[config.mk]
export PLATFORM = sky130hd
export DESIGN_NAME = pad_function_mux
export DESIGN_NICKNAME = d
export VERILOG_FILES = /design/src/shared/pad_function_mux_pkg.sv /design/src/pad_function_mux.sv
export VERILOG_INCLUDE_DIRS = /design/src /design/src/shared
export SDC_FILE = /design/constraint.sdc
export NUM_CORES = 1
export LEC_CHECK = 0
export BUFFER_PORTS_ARGS = -buffer_cell sky130_fd_sc_hd__buf_2
export CORE_MARGIN = 10
export CORE_UTILIZATION = 40
export CTS_BUF_LIST = sky130_fd_sc_hd__clkbuf_4 sky130_fd_sc_hd__clkbuf_8 sky130_fd_sc_hd__clkbuf_16
export DETAILED_ROUTE_END_ITERATION = 7
export MAX_ROUTING_LAYER = met4
export PLACE_DENSITY = 0.75
export SYNTH_ARGS = -nofsm -noshare
export SYNTH_HDL_FRONTEND = slang
export SYNTH_SLANG_ARGS = --single-unit
[constraint.sdc]
create_clock -name sys_clk_in -period 3.3 [get_ports sys_clk_in]
set_clock_uncertainty 0.1 [all_clocks]
set_input_delay 0.33 -clock sys_clk_in [delete_from_list [all_inputs] [get_ports sys_clk_in]]
set_output_delay 0.33 -clock sys_clk_in [all_outputs]
set_load 0.01 [all_outputs]
[src/shared/pad_function_mux_defines.svh]
// offsets, fields and reset values of the pad selectors
`ifndef PAD_FUNCTION_MUX_DEFINES_SVH
`define PAD_FUNCTION_MUX_DEFINES_SVH

`define PAD12_FUNCTION_SELECT_OFFSET 8'h30
`define PAD13_FUNCTION_SELECT_OFFSET 8'h34
`define PAD14_FUNCTION_SELECT_OFFSET 8'h38
`define PAD15_FUNCTION_SELECT_OFFSET 8'h3c
`define PAD16_FUNCTION_SELECT_OFFSET 8'h40
`define PAD17_FUNCTION_SELECT_OFFSET 8'h44
`define PAD18_FUNCTION_SELECT_OFFSET 8'h48
`define PAD19_FUNCTION_SELECT_OFFSET 8'h4c
`define PAD20_FUNCTION_SELECT_OFFSET 8'h50
`define PAD21_FUNCTION_SELECT_OFFSET 8'h54
`define PAD22_FUNCTION_SELECT_OFFSET 8'h58
`define PAD23_FUNCTION_SELECT_OFFSET 8'h5c
`define PAD24_FUNCTION_SELECT_OFFSET 8'h60
`define PAD25_FUNCTION_SELECT_OFFSET 8'h64
`define PAD26_FUNCTION_SELECT_OFFSET 8'h68
`define PAD27_FUNCTION_SELECT_OFFSET 8'h6c
`define PFS_FIRST_OFFSET `PAD12_FUNCTION_SELECT_OFFSET
`define PFS_LAST_OFFSET `PAD27_FUNCTION_SELECT_OFFSET

// function code field of every selector
`define PFS_CODE_LSB 0
`define PFS_CODE_MSB 2
`define PFS_RESET_CODE 3'h0

// read value of unmapped addresses
`define PFS_UNMAPPED_READ 32'h0000_0000

`endif

[src/shared/pad_function_mux_pkg.sv]
// types of the pad mux
package pad_function_mux_pkg;

    typedef logic [2:0] func_code_t;

    // every signal a pad can carry
    typedef enum logic [5:0] {
        FN_NONE       = 6'h00,
        FN_GPIO       = 6'h01,
        FN_SS1_FRAME  = 6'h02,
        FN_SS1_TX     = 6'h03,
        FN_SS1_RX     = 6'h04,
        FN_SS1_CLK    = 6'h05,
        FN_A1_RTS_N   = 6'h06,
        FN_A1_TX      = 6'h07,
        FN_A1_RX      = 6'h08,
        FN_A0_CTS_N   = 6'h09,
        FN_A0_RX      = 6'h0a,
        FN_A0_TX      = 6'h0b,
        FN_T2_CH1     = 6'h0c,
        FN_T2_CH2     = 6'h0d,
        FN_T2_CH3     = 6'h0e,
        FN_T2_CH4     = 6'h0f,
        FN_T3_CH0     = 6'h10,
        FN_T3_CH1     = 6'h11,
        FN_T3_CH2     = 6'h12,
        FN_T3_CH3     = 6'h13,
        FN_T3_CH4     = 6'h14,
        FN_T1_CH5     = 6'h15,
        FN_TW1_SCL    = 6'h16,
        FN_TW1_SDA    = 6'h17,
        FN_TW0_SCL    = 6'h18,
        FN_TW0_SDA    = 6'h19,
        FN_CODEC_CLK  = 6'h1a,
        FN_BOOT5      = 6'h1b,
        FN_BOOT4      = 6'h1c,
        FN_WAKE0      = 6'h1d,
        FN_WAKE1      = 6'h1e,
        FN_COMP_POS   = 6'h1f,
        FN_COMP_NEG   = 6'h20,
        FN_SLOW_CLK   = 6'h21,
        FN_XTAL_IN    = 6'h22,
        FN_XTAL_OUT   = 6'h23,
        FN_VBUS       = 6'h24
    } route_t;

    localparam int FN_COUNT  = 37;
    localparam int PAD_COUNT = 16;
    localparam int TMR_COUNT = 10;

endpackage

[src/pad_function_mux.sv]
// pad 12 to 27 function mux with a classic wishbone slave
// Notes on behaviour
// RULE1: function code is selector bits two to zero
// RULE2: every selector resets to code zero
// RULE3: pad12 routes frame, rts, timer2 ch1, gpio
// RULE4: pad13 routes sync tx, async1 tx, timer2 ch2
// RULE5: pad14 routes sync rx, async1 rx, timer2 ch3
// RULE6: pad15 routes timer2 ch4 or gpio only
// RULE7: pad16 routes codec clock, strap bit5, gpio
// RULE8: pad17 routes twowire1 scl, timer3 ch0, gpio
// RULE9: pad18 routes sync clk, twowire1 sda, timer3 ch1
// RULE10: pad19 routes frame, twowire1 scl, timer3 ch2
// RULE11: pad20 routes sync tx, twowire0 sda, timer3 ch3
// RULE12: pad21 routes sync rx, twowire0 scl, timer3 ch4
// RULE13: pad22 code zero wake0, one gpio
// RULE14: pad23 routes comparator pos, cts, gpio, wake1
// RULE15: pad24 routes comparator neg, timer1, rx, slow clock
// RULE16: pad25 routes twowire1 sda, gpio, crystal input
// RULE17: pad26 routes twowire1 scl, gpio, crystal output
// RULE18: pad27 routes vbus drive, async0 tx, strap bit4
// RULE19: unused codes disconnect pad and idle inputs
// RULE20: unselected inputs idle; lowest pad index wins
//
// The Wishbone register port was chosen for this implementation.
`timescale 1ns/1ns
`include "pad_function_mux_defines.svh"

module pad_function_mux (
    // clock and reset
    input  wire logic                             sys_clk_in,
    input  wire logic                             reset_in,
    // wishbone slave
    input  wire logic                             wb_cyc_in,
    input  wire logic                             wb_stb_in,
    input  wire logic                             wb_we_in,
    input  wire logic [7:0]                       wb_adr_in,
    input  wire logic [3:0]                       wb_sel_in,
    input  wire logic [31:0]                      wb_dat_in,
    output      logic [31:0]                      wb_dat_out,
    output      logic                             wb_ack_out,
    // pads 12 to 27, bit 0 is pad 12
    input  wire logic [pad_function_mux_pkg::PAD_COUNT-1:0] pad_level_in,
    output      logic [pad_function_mux_pkg::PAD_COUNT-1:0] pad_drive_out,
    output      logic [pad_function_mux_pkg::PAD_COUNT-1:0] pad_oe_out,
    // general purpose i/o
    input  wire logic [pad_function_mux_pkg::PAD_COUNT-1:0] gpio_drive_in,
    input  wire logic [pad_function_mux_pkg::PAD_COUNT-1:0] gpio_oe_in,
    output      logic [pad_function_mux_pkg::PAD_COUNT-1:0] gpio_level_out,
    // synchronous serial port 1
    input  wire logic                             sync_serial1_frame_drive_in,
    input  wire logic                             sync_serial1_frame_oe_in,
    output      logic                             sync_serial1_frame_out,
    input  wire logic                             sync_serial1_tx_in,
    output      logic                             sync_serial1_rx_out,
    input  wire logic                             sync_serial1_clk_drive_in,
    input  wire logic                             sync_serial1_clk_oe_in,
    output      logic                             sync_serial1_clk_out,
    // asynchronous serial ports
    input  wire logic                             async1_rts_n_in,
    input  wire logic                             async1_tx_in,
    output      logic                             async1_rx_out,
    output      logic                             async0_cts_n_out,
    output      logic                             async0_rx_out,
    input  wire logic                             async0_tx_in,
    // timer channels: t2 ch1..4, t3 ch0..4, t1 ch5
    input  wire logic [pad_function_mux_pkg::TMR_COUNT-1:0] timer_chan_drive_in,
    input  wire logic [pad_function_mux_pkg::TMR_COUNT-1:0] timer_chan_oe_in,
    output      logic [pad_function_mux_pkg::TMR_COUNT-1:0] timer_chan_out,
    // two-wire buses, open drain: high pulls the line low
    input  wire logic                             twowire1_scl_low_in,
    input  wire logic                             twowire1_sda_low_in,
    input  wire logic                             twowire0_scl_low_in,
    input  wire logic                             twowire0_sda_low_in,
    output      logic                             twowire1_scl_out,
    output      logic                             twowire1_sda_out,
    output      logic                             twowire0_scl_out,
    output      logic                             twowire0_sda_out,
    // clocks, straps, wake and analog inputs, bus power
    input  wire logic                             codec_ref_clock_in,
    input  wire logic                             boot_strap_bit5_drive_in,
    input  wire logic                             boot_strap_bit5_oe_in,
    output      logic                             boot_strap_bit5_out,
    input  wire logic                             boot_strap_bit4_drive_in,
    input  wire logic                             boot_strap_bit4_oe_in,
    output      logic                             boot_strap_bit4_out,
    output      logic                             wake_input0_out,
    output      logic                             wake_input1_out,
    output      logic                             ldo_comp_pos_out,
    output      logic                             ldo_comp_neg_out,
    input  wire logic                             slow_clock_in,
    output      logic                             slow_xtal_level_out,
    input  wire logic                             slow_xtal_drive_in,
    input  wire logic                             vbus_drive_in
);
    import pad_function_mux_pkg::*;

    // routing table: pad index 0 is pad 12
    function automatic route_t route_fn(input logic [3:0] pad, input func_code_t code);
        route_t r;
        r = FN_NONE; // unlisted codes stay disconnected [RULE19]
        unique case (pad)
            4'h0: begin
                if (code == 3'h3) r = FN_SS1_FRAME; // [RULE3]
                if (code == 3'h2) r = FN_A1_RTS_N; // [RULE3]
                if (code == 3'h1) r = FN_T2_CH1; // [RULE3]
                if (code == 3'h0) r = FN_GPIO; // [RULE3]
            end
            4'h1: begin
                if (code == 3'h3) r = FN_SS1_TX; // [RULE4]
                if (code == 3'h2) r = FN_A1_TX; // [RULE4]
                if (code == 3'h1) r = FN_T2_CH2; // [RULE4]
                if (code == 3'h0) r = FN_GPIO; // [RULE4]
            end
            4'h2: begin
                if (code == 3'h3) r = FN_SS1_RX; // [RULE5]
                if (code == 3'h2) r = FN_A1_RX; // [RULE5]
                if (code == 3'h1) r = FN_T2_CH3; // [RULE5]
                if (code == 3'h0) r = FN_GPIO; // [RULE5]
            end
            4'h3: begin
                if (code == 3'h1) r = FN_T2_CH4; // [RULE6]
                if (code == 3'h0) r = FN_GPIO; // [RULE6]
            end
            4'h4: begin
                if (code == 3'h3) r = FN_CODEC_CLK; // [RULE7]
                if (code == 3'h1) r = FN_BOOT5; // [RULE7]
                if (code == 3'h0) r = FN_GPIO; // [RULE7]
            end
            4'h5: begin
                if (code == 3'h2) r = FN_TW1_SCL; // [RULE8]
                if (code == 3'h1) r = FN_T3_CH0; // [RULE8]
                if (code == 3'h0) r = FN_GPIO; // [RULE8]
            end
            4'h6: begin
                if (code == 3'h3) r = FN_SS1_CLK; // [RULE9]
                if (code == 3'h2) r = FN_TW1_SDA; // [RULE9]
                if (code == 3'h1) r = FN_T3_CH1; // [RULE9]
                if (code == 3'h0) r = FN_GPIO; // [RULE9]
            end
            4'h7: begin
                if (code == 3'h3) r = FN_SS1_FRAME; // [RULE10]
                if (code == 3'h2) r = FN_TW1_SCL; // [RULE10]
                if (code == 3'h1) r = FN_T3_CH2; // [RULE10]
                if (code == 3'h0) r = FN_GPIO; // [RULE10]
            end
            4'h8: begin
                if (code == 3'h3) r = FN_SS1_TX; // [RULE11]
                if (code == 3'h2) r = FN_TW0_SDA; // [RULE11]
                if (code == 3'h1) r = FN_T3_CH3; // [RULE11]
                if (code == 3'h0) r = FN_GPIO; // [RULE11]
            end
            4'h9: begin
                if (code == 3'h3) r = FN_SS1_RX; // [RULE12]
                if (code == 3'h2) r = FN_TW0_SCL; // [RULE12]
                if (code == 3'h1) r = FN_T3_CH4; // [RULE12]
                if (code == 3'h0) r = FN_GPIO; // [RULE12]
            end
            4'ha: begin
                if (code == 3'h1) r = FN_GPIO; // [RULE13]
                if (code == 3'h0) r = FN_WAKE0; // [RULE13]
            end
            4'hb: begin
                if (code == 3'h5) r = FN_COMP_POS; // [RULE14]
                if (code == 3'h2) r = FN_A0_CTS_N; // [RULE14]
                if (code == 3'h1) r = FN_GPIO; // [RULE14]
                if (code == 3'h0) r = FN_WAKE1; // [RULE14]
            end
            4'hc: begin
                if (code == 3'h5) r = FN_COMP_NEG; // [RULE15]
                if (code == 3'h3) r = FN_T1_CH5; // [RULE15]
                if (code == 3'h2) r = FN_A0_RX; // [RULE15]
                if (code == 3'h1) r = FN_GPIO; // [RULE15]
                if (code == 3'h0) r = FN_SLOW_CLK; // [RULE15]
            end
            4'hd: begin
                if (code == 3'h2) r = FN_TW1_SDA; // [RULE16]
                if (code == 3'h1) r = FN_GPIO; // [RULE16]
                if (code == 3'h0) r = FN_XTAL_IN; // [RULE16]
            end
            4'he: begin
                if (code == 3'h2) r = FN_TW1_SCL; // [RULE17]
                if (code == 3'h1) r = FN_GPIO; // [RULE17]
                if (code == 3'h0) r = FN_XTAL_OUT; // [RULE17]
            end
            4'hf: begin
                if (code == 3'h3) r = FN_VBUS; // [RULE18]
                if (code == 3'h2) r = FN_A0_TX; // [RULE18]
                if (code == 3'h1) r = FN_BOOT4; // [RULE18]
                if (code == 3'h0) r = FN_GPIO; // [RULE18]
            end
        endcase
        return r;
    endfunction

    // level a peripheral input sees while no pad feeds it
    function automatic logic idle_level(input int f);
        return (f == int'(FN_A1_RX)) || (f == int'(FN_A0_RX)) || (f == int'(FN_A0_CTS_N)) ||
               (f == int'(FN_TW1_SCL)) || (f == int'(FN_TW1_SDA)) ||
               (f == int'(FN_TW0_SCL)) || (f == int'(FN_TW0_SDA));
    endfunction

    func_code_t              code_q [PAD_COUNT];
    route_t                  route_sel [PAD_COUNT];
    logic [FN_COUNT-1:0]     fn_drive;
    logic [FN_COUNT-1:0]     fn_oe;
    logic [FN_COUNT-1:0]     fn_level_d;
    logic [FN_COUNT-1:0]     fn_level_q;
    logic [PAD_COUNT-1:0]    gpio_level_d;
    logic [PAD_COUNT-1:0]    pad_drive_d;
    logic [PAD_COUNT-1:0]    pad_oe_d;
    logic                    bus_req;
    logic                    addr_hit;
    logic [7:0]              addr_off;
    logic [3:0]              sel_idx;
    logic                    ack_q;
    logic [31:0]             rdata_q;

    // bus decode: one aligned word per pad selector
    assign bus_req  = wb_cyc_in && wb_stb_in && !ack_q;
    assign addr_off = wb_adr_in - `PFS_FIRST_OFFSET;
    assign sel_idx  = addr_off[5:2];
    assign addr_hit = (wb_adr_in >= `PFS_FIRST_OFFSET) && (wb_adr_in <= `PFS_LAST_OFFSET) &&
                      (wb_adr_in[1:0] == 2'h0);

    // selector storage; only byte lane 0 carries the code
    always_ff @(posedge sys_clk_in) begin
        if (reset_in) begin
            for (int p = 0; p < PAD_COUNT; p++) begin
                code_q[p] <= `PFS_RESET_CODE; // [RULE2]
            end
        end else if (bus_req && wb_we_in && addr_hit && wb_sel_in[0]) begin
            code_q[sel_idx] <= wb_dat_in[`PFS_CODE_MSB:`PFS_CODE_LSB]; // [RULE1]
        end
    end

    // one-cycle ack; unmapped reads give zero, writes there are dropped
    always_ff @(posedge sys_clk_in) begin
        if (reset_in) begin
            ack_q   <= 1'b0;
            rdata_q <= `PFS_UNMAPPED_READ;
        end else begin
            ack_q <= bus_req;
            if (bus_req) begin
                rdata_q <= addr_hit ? {29'h0, code_q[sel_idx]} : `PFS_UNMAPPED_READ;
            end
        end
    end

    // what each peripheral would put on a pad
    always_comb begin
        fn_drive = '0;
        fn_oe    = '0;
        fn_drive[FN_SS1_FRAME] = sync_serial1_frame_drive_in;
        fn_oe[FN_SS1_FRAME]    = sync_serial1_frame_oe_in;
        fn_drive[FN_SS1_TX]    = sync_serial1_tx_in;
        fn_oe[FN_SS1_TX]       = 1'b1;
        fn_drive[FN_SS1_CLK]   = sync_serial1_clk_drive_in;
        fn_oe[FN_SS1_CLK]      = sync_serial1_clk_oe_in;
        fn_drive[FN_A1_RTS_N]  = async1_rts_n_in;
        fn_oe[FN_A1_RTS_N]     = 1'b1;
        fn_drive[FN_A1_TX]     = async1_tx_in;
        fn_oe[FN_A1_TX]        = 1'b1;
        fn_drive[FN_A0_TX]     = async0_tx_in;
        fn_oe[FN_A0_TX]        = 1'b1;
        for (int t = 0; t < TMR_COUNT; t++) begin
            fn_drive[int'(FN_T2_CH1) + t] = timer_chan_drive_in[t];
            fn_oe[int'(FN_T2_CH1) + t]    = timer_chan_oe_in[t];
        end
        // open drain: the pad only ever drives low
        fn_oe[FN_TW1_SCL]      = twowire1_scl_low_in;
        fn_oe[FN_TW1_SDA]      = twowire1_sda_low_in;
        fn_oe[FN_TW0_SCL]      = twowire0_scl_low_in;
        fn_oe[FN_TW0_SDA]      = twowire0_sda_low_in;
        fn_drive[FN_CODEC_CLK] = codec_ref_clock_in;
        fn_oe[FN_CODEC_CLK]    = 1'b1;
        fn_drive[FN_BOOT5]     = boot_strap_bit5_drive_in;
        fn_oe[FN_BOOT5]        = boot_strap_bit5_oe_in;
        fn_drive[FN_BOOT4]     = boot_strap_bit4_drive_in;
        fn_oe[FN_BOOT4]        = boot_strap_bit4_oe_in;
        fn_drive[FN_SLOW_CLK]  = slow_clock_in;
        fn_oe[FN_SLOW_CLK]     = 1'b1;
        fn_drive[FN_XTAL_OUT]  = slow_xtal_drive_in;
        fn_oe[FN_XTAL_OUT]     = 1'b1;
        fn_drive[FN_VBUS]      = vbus_drive_in;
        fn_oe[FN_VBUS]         = 1'b1;
    end

    // pad side and peripheral side of the routing
    always_comb begin
        for (int f = 0; f < FN_COUNT; f++) begin
            fn_level_d[f] = idle_level(f); // [RULE20]
        end
        gpio_level_d = '0;
        pad_drive_d  = '0;
        pad_oe_d     = '0;
        // walk down so the lowest pad selecting an input wins
        for (int p = PAD_COUNT - 1; p >= 0; p--) begin
            route_sel[p] = route_fn(4'(p), code_q[p]);
            if (route_sel[p] == FN_GPIO) begin
                pad_drive_d[p]  = gpio_drive_in[p];
                pad_oe_d[p]     = gpio_oe_in[p];
                gpio_level_d[p] = pad_level_in[p];
            end else if (route_sel[p] != FN_NONE) begin
                pad_drive_d[p] = fn_drive[route_sel[p]];
                pad_oe_d[p]    = fn_oe[route_sel[p]];
                fn_level_d[route_sel[p]] = pad_level_in[p]; // [RULE20]
            end
        end
    end

    // pads are registered so no combinational path reaches the board
    always_ff @(posedge sys_clk_in) begin
        if (reset_in) begin
            pad_drive_out <= '0;
            pad_oe_out    <= '0;
        end else begin
            pad_drive_out <= pad_drive_d;
            pad_oe_out    <= pad_oe_d; // [RULE19]
        end
    end

    // peripheral inputs, registered; one cycle of latency on every routed input
    always_ff @(posedge sys_clk_in) begin
        if (reset_in) begin
            for (int f = 0; f < FN_COUNT; f++) begin
                fn_level_q[f] <= idle_level(f);
            end
            gpio_level_out <= '0;
        end else begin
            fn_level_q     <= fn_level_d;
            gpio_level_out <= gpio_level_d;
        end
    end

    assign wb_ack_out             = ack_q;
    assign wb_dat_out             = rdata_q;
    assign sync_serial1_frame_out = fn_level_q[FN_SS1_FRAME];
    assign sync_serial1_rx_out    = fn_level_q[FN_SS1_RX];
    assign sync_serial1_clk_out   = fn_level_q[FN_SS1_CLK];
    assign async1_rx_out          = fn_level_q[FN_A1_RX];
    assign async0_cts_n_out       = fn_level_q[FN_A0_CTS_N];
    assign async0_rx_out          = fn_level_q[FN_A0_RX];
    assign timer_chan_out         = fn_level_q[FN_T1_CH5:FN_T2_CH1];
    assign twowire1_scl_out       = fn_level_q[FN_TW1_SCL];
    assign twowire1_sda_out       = fn_level_q[FN_TW1_SDA];
    assign twowire0_scl_out       = fn_level_q[FN_TW0_SCL];
    assign twowire0_sda_out       = fn_level_q[FN_TW0_SDA];
    assign boot_strap_bit5_out    = fn_level_q[FN_BOOT5];
    assign boot_strap_bit4_out    = fn_level_q[FN_BOOT4];
    assign wake_input0_out        = fn_level_q[FN_WAKE0];
    assign wake_input1_out        = fn_level_q[FN_WAKE1];
    assign ldo_comp_pos_out       = fn_level_q[FN_COMP_POS];
    assign ldo_comp_neg_out       = fn_level_q[FN_COMP_NEG];
    assign slow_xtal_level_out    = fn_level_q[FN_XTAL_IN];

endmodule

==> results_dict.tcl <==
set metrics [dict create \
    status "complete, no violations" \
    vias 4502 \
    grt_overflow 0 \
    cts.clk_slew.worst_paths_ps 50 \
    r2r-start "wb_ack_out$_SDFF_PP0_" \
    gp_congestion 0.909 \
    drtIter0Drc 248 \
    start_kind "input pin" \
    synthTopCellsByCount "dfxtp_1 (79), nor2_1 (70), edfxtp_1 (48), nand2_1 (31), buf_4 (29)" \
    synth_edf_count 48 \
    routedWlPerCell_um 18.1 \
    rr_worst_depth 5 \
    grt_max_degree 58 \
    internal-power_mw 3.18 \
    ys_types 56 \
    power_switching_mw 0.887 \
    utilization_pct 52.3 \
    cap_viol_max_count 0 \
    layout.nets 834 \
    cts_setup_buffers 0 \
    grtUsageMet3_pct 6.92 \
    yosysWarnings 0 \
    ys_seq_elements 127 \
    pwr-share-seq_pct 42.4 \
    worst-r2r-setup-slack_ps 1260 \
    grtUsageTotal_pct 16.8 \
    pre_cts_ws_ps 804 \
    cts.path.max_buffers 2 \
    synth_flop_cell "dfxtp_1" \
    ctsHoldBuffers 1 \
    crit_path_start "wb_adr_in[4]" \
    vias_per_cell 5.07 \
    worstHoldPathCells 2 \
    num_rows 43 \
    totalWireLength_um 16000 \
    placed_area_um2 6530 \
    path_class "input pin to flip-flop" \
    setup_viol 0 \
    crit_arrival_ps 2340 \
    final-hold-violation-count 0 \
    drive_above_1_share_pct 36.7 \
    worstHoldPathType "input pin to flip-flop" \
    multi_input_area_um2 2290 \
    hold_end "pad_oe_out[11]$_SDFF_PP0_" \
    clockRootBuffer "clkbuf_16" \
    final.min_clock_period_ps 2190 \
    dieArea_um2 19100 \
    dr.pass1.iters 5 \
    clock_sinks 127 \
    ir_drop_mv 0.312 \
    met2_usage_pct 25.7 \
    cts_tree "yes" \
    num-fill-cells 1262 \
    switching_share_pct 21.8 \
    max_freq_mhz 457 \
    yosysTopAreaCellShare_pct 28.3 \
    drc_errors 0 \
    start_util_pct 40.6 \
    coreArea_um2 13800 \
    fp.dieH_um 138 \
    layout-area-overhead-vs-synth_pct 28.7 \
    yosysTopAreaCell "dfxtp_1" \
    cts_inserted_buffers 17 \
    post-synth-top-count-cell "dfxtp_1" \
    hp-start "gpio_oe_in[11]" \
    powerDensity_nw_per_um2 564 \
    pwr-share-comb_pct 8.1 \
    netlist_instances 510 \
    ctsResizeCount 0 \
    grt_pass1_wl_um 25100 \
    numPortBuffers 183 \
    regArea_um2 3020 \
    tns_ps 0 \
    period_share_pct 66.3 \
    post-dp-hpwl_um 12600 \
    htree_levels 4 \
    path_max_fanout 12 \
    ys_seq_area_share_pct 54.0 \
    rsz0062_at_grt "no" \
    syn_avg_cell_area_um2 11.0 \
    clk_latency_ps 410 \
    chipWidth_um 138 \
    worst_slew_pin_slew_ps 629 \
    crit_path_end_kind "flip-flop" \
    yosys-top-cells-area "dfxtp_1 (28%), edfxtp_1 (26%), nor2_1 (4.7%)" \
    io_pins 245 \
    cp.required_ps 3450 \
    netlist_area_um2 5600 \
    clkPwrFrac_pct 49.5 \
    grt_use_met1_pct 19.9 \
    reg2reg_to "code_q[6][1]$_SDFFCE_PN0P_" \
    grt_pass1_vias 4666 \
    ys_async_sr_fraction_pct 0 \
    setup_ws_ps 1110 \
    instances_no_fill 888 \
    max_slew_margin_pct 57.9 \
    p_leak_nw 3.25 \
    antenna_found_initial 2 \
    grt-busiest-layer "met2" \
    drv_slew 0 \
    antenna_left 0 \
    place_inst 852 \
    finalInstanceArea_um2 7200 \
]
[placed cells by master, fill, tap and decap left out, types with 3 or more instances in the layout]
cell type / instances
a31oi_1: 9
a21oi_1: 4
and2_1: 11
nor3b_1: 3
nor3_1: 21
nor4bb_1: 5
mux4_2: 11
mux2i_1: 14
buf_4: 4
nor2b_1: 7
nor4b_1: 3
o22ai_1: 9
a22o_1: 3
nor4_1: 9
conb_1: 29
buf_2: 183
nand3_1: 4
mux2_2: 15
nand2_1: 31
o21ai_0: 8
edfxtp_1: 48
nor2_2: 4
clkinv_2: 3
nor2_1: 70
a21o_1: 15
and3_1: 11
nand3b_1: 4
nand2b_1: 5
dfxtp_1: 79
ha_1: 5
inv_1: 12
diode_2: 3
and4b_1: 7
clkbuf_16: 21
[cell families (layout without fill, tap and decap cells)]
family                     Yosys count  after routing  synth area share [%]
AOI/OAI and AO/OA                   61             61                  7.45
adders and majority gates            5              5                  1.12
buffers and inverters               65            232                  6.95
DFF                                127            127                  54.0
muxes                               40             40                  9.95
other                                1             32                0.0670
and+or+nand+nor                    211            211                  20.4
[routing by layer]
layer | vias up | part of all wire (%)
met4 | 0 | 1.7
met1 | 2124 | 43
met5 | - | 0
li1 | 2154 | -
met3 | 21 | 8.5
met2 | 203 | 47
[registers in the layout, summed over array words and instances, names as in the netlist]
name	cells
wb_dat_out	3
code_q	48
pad_drive_out	16
gpio_level_out	16
fn_level_q	27
wb_ack_out	1
pad_oe_out	16
[metrics by stage]
step / hold WS, ps / total power [mW]
floorplan: 332 / 1.96
global placement: 368 / 2.07
detailed placement: 378 / 2.08
CTS: 4.65 / 4.10
global route: 26.6 / 4.22
finish: 21.1 / 4.06
[worst max path at each step]
stage / to / slack, ps / depth (start not counted)
global route: code_q[13][0]$_SDFFCE_PN0P_ / 920 / 7
detailed placement: code_q[5][2]$_SDFFCE_PN0P_ / 800 / 7
finish: code_q[13][0]$_SDFFCE_PN0P_ / 1110 / 7
CTS: code_q[13][2]$_SDFFCE_PN0P_ / 1220 / 7
global placement: code_q[2][0]$_SDFFCE_PN0P_ / 850 / 8
floorplan: wb_dat_out[1]$_SDFFE_PP0P_ / 690 / 9
[critical path, cell delays in order]
cell and delay, ps:
buf_2 120, inv_1 90, ha_1 280, nand3_1 150, a211oi_1 480, nand4_1 600, nor2_1 270
[final cells by class]
| class | instances | area share, % |
|---|---|---|
| sequential | 127 | 42.0 |
| clock buffer | 25 | 7.89 |
| clock inverter | 7 | 1.23 |
| antenna | 3 | 0.104 |
| multi-input combinational | 346 | 31.8 |
| tap | 180 | 3.13 |
| timing repair buffer | 188 | 13.3 |
| inverter | 12 | 0.625 |
[power groups by stage]
stage               combinational, mW  sequential, mW  clock, mW
floorplan                       0.208            1.75          0
CTS                             0.329            1.72       2.05
global placement                0.319            1.75          0
detailed placement              0.326            1.76          0
global route                    0.362            1.73       2.13
finish                          0.329            1.72       2.01
Power figures use the tool's default switching activity.
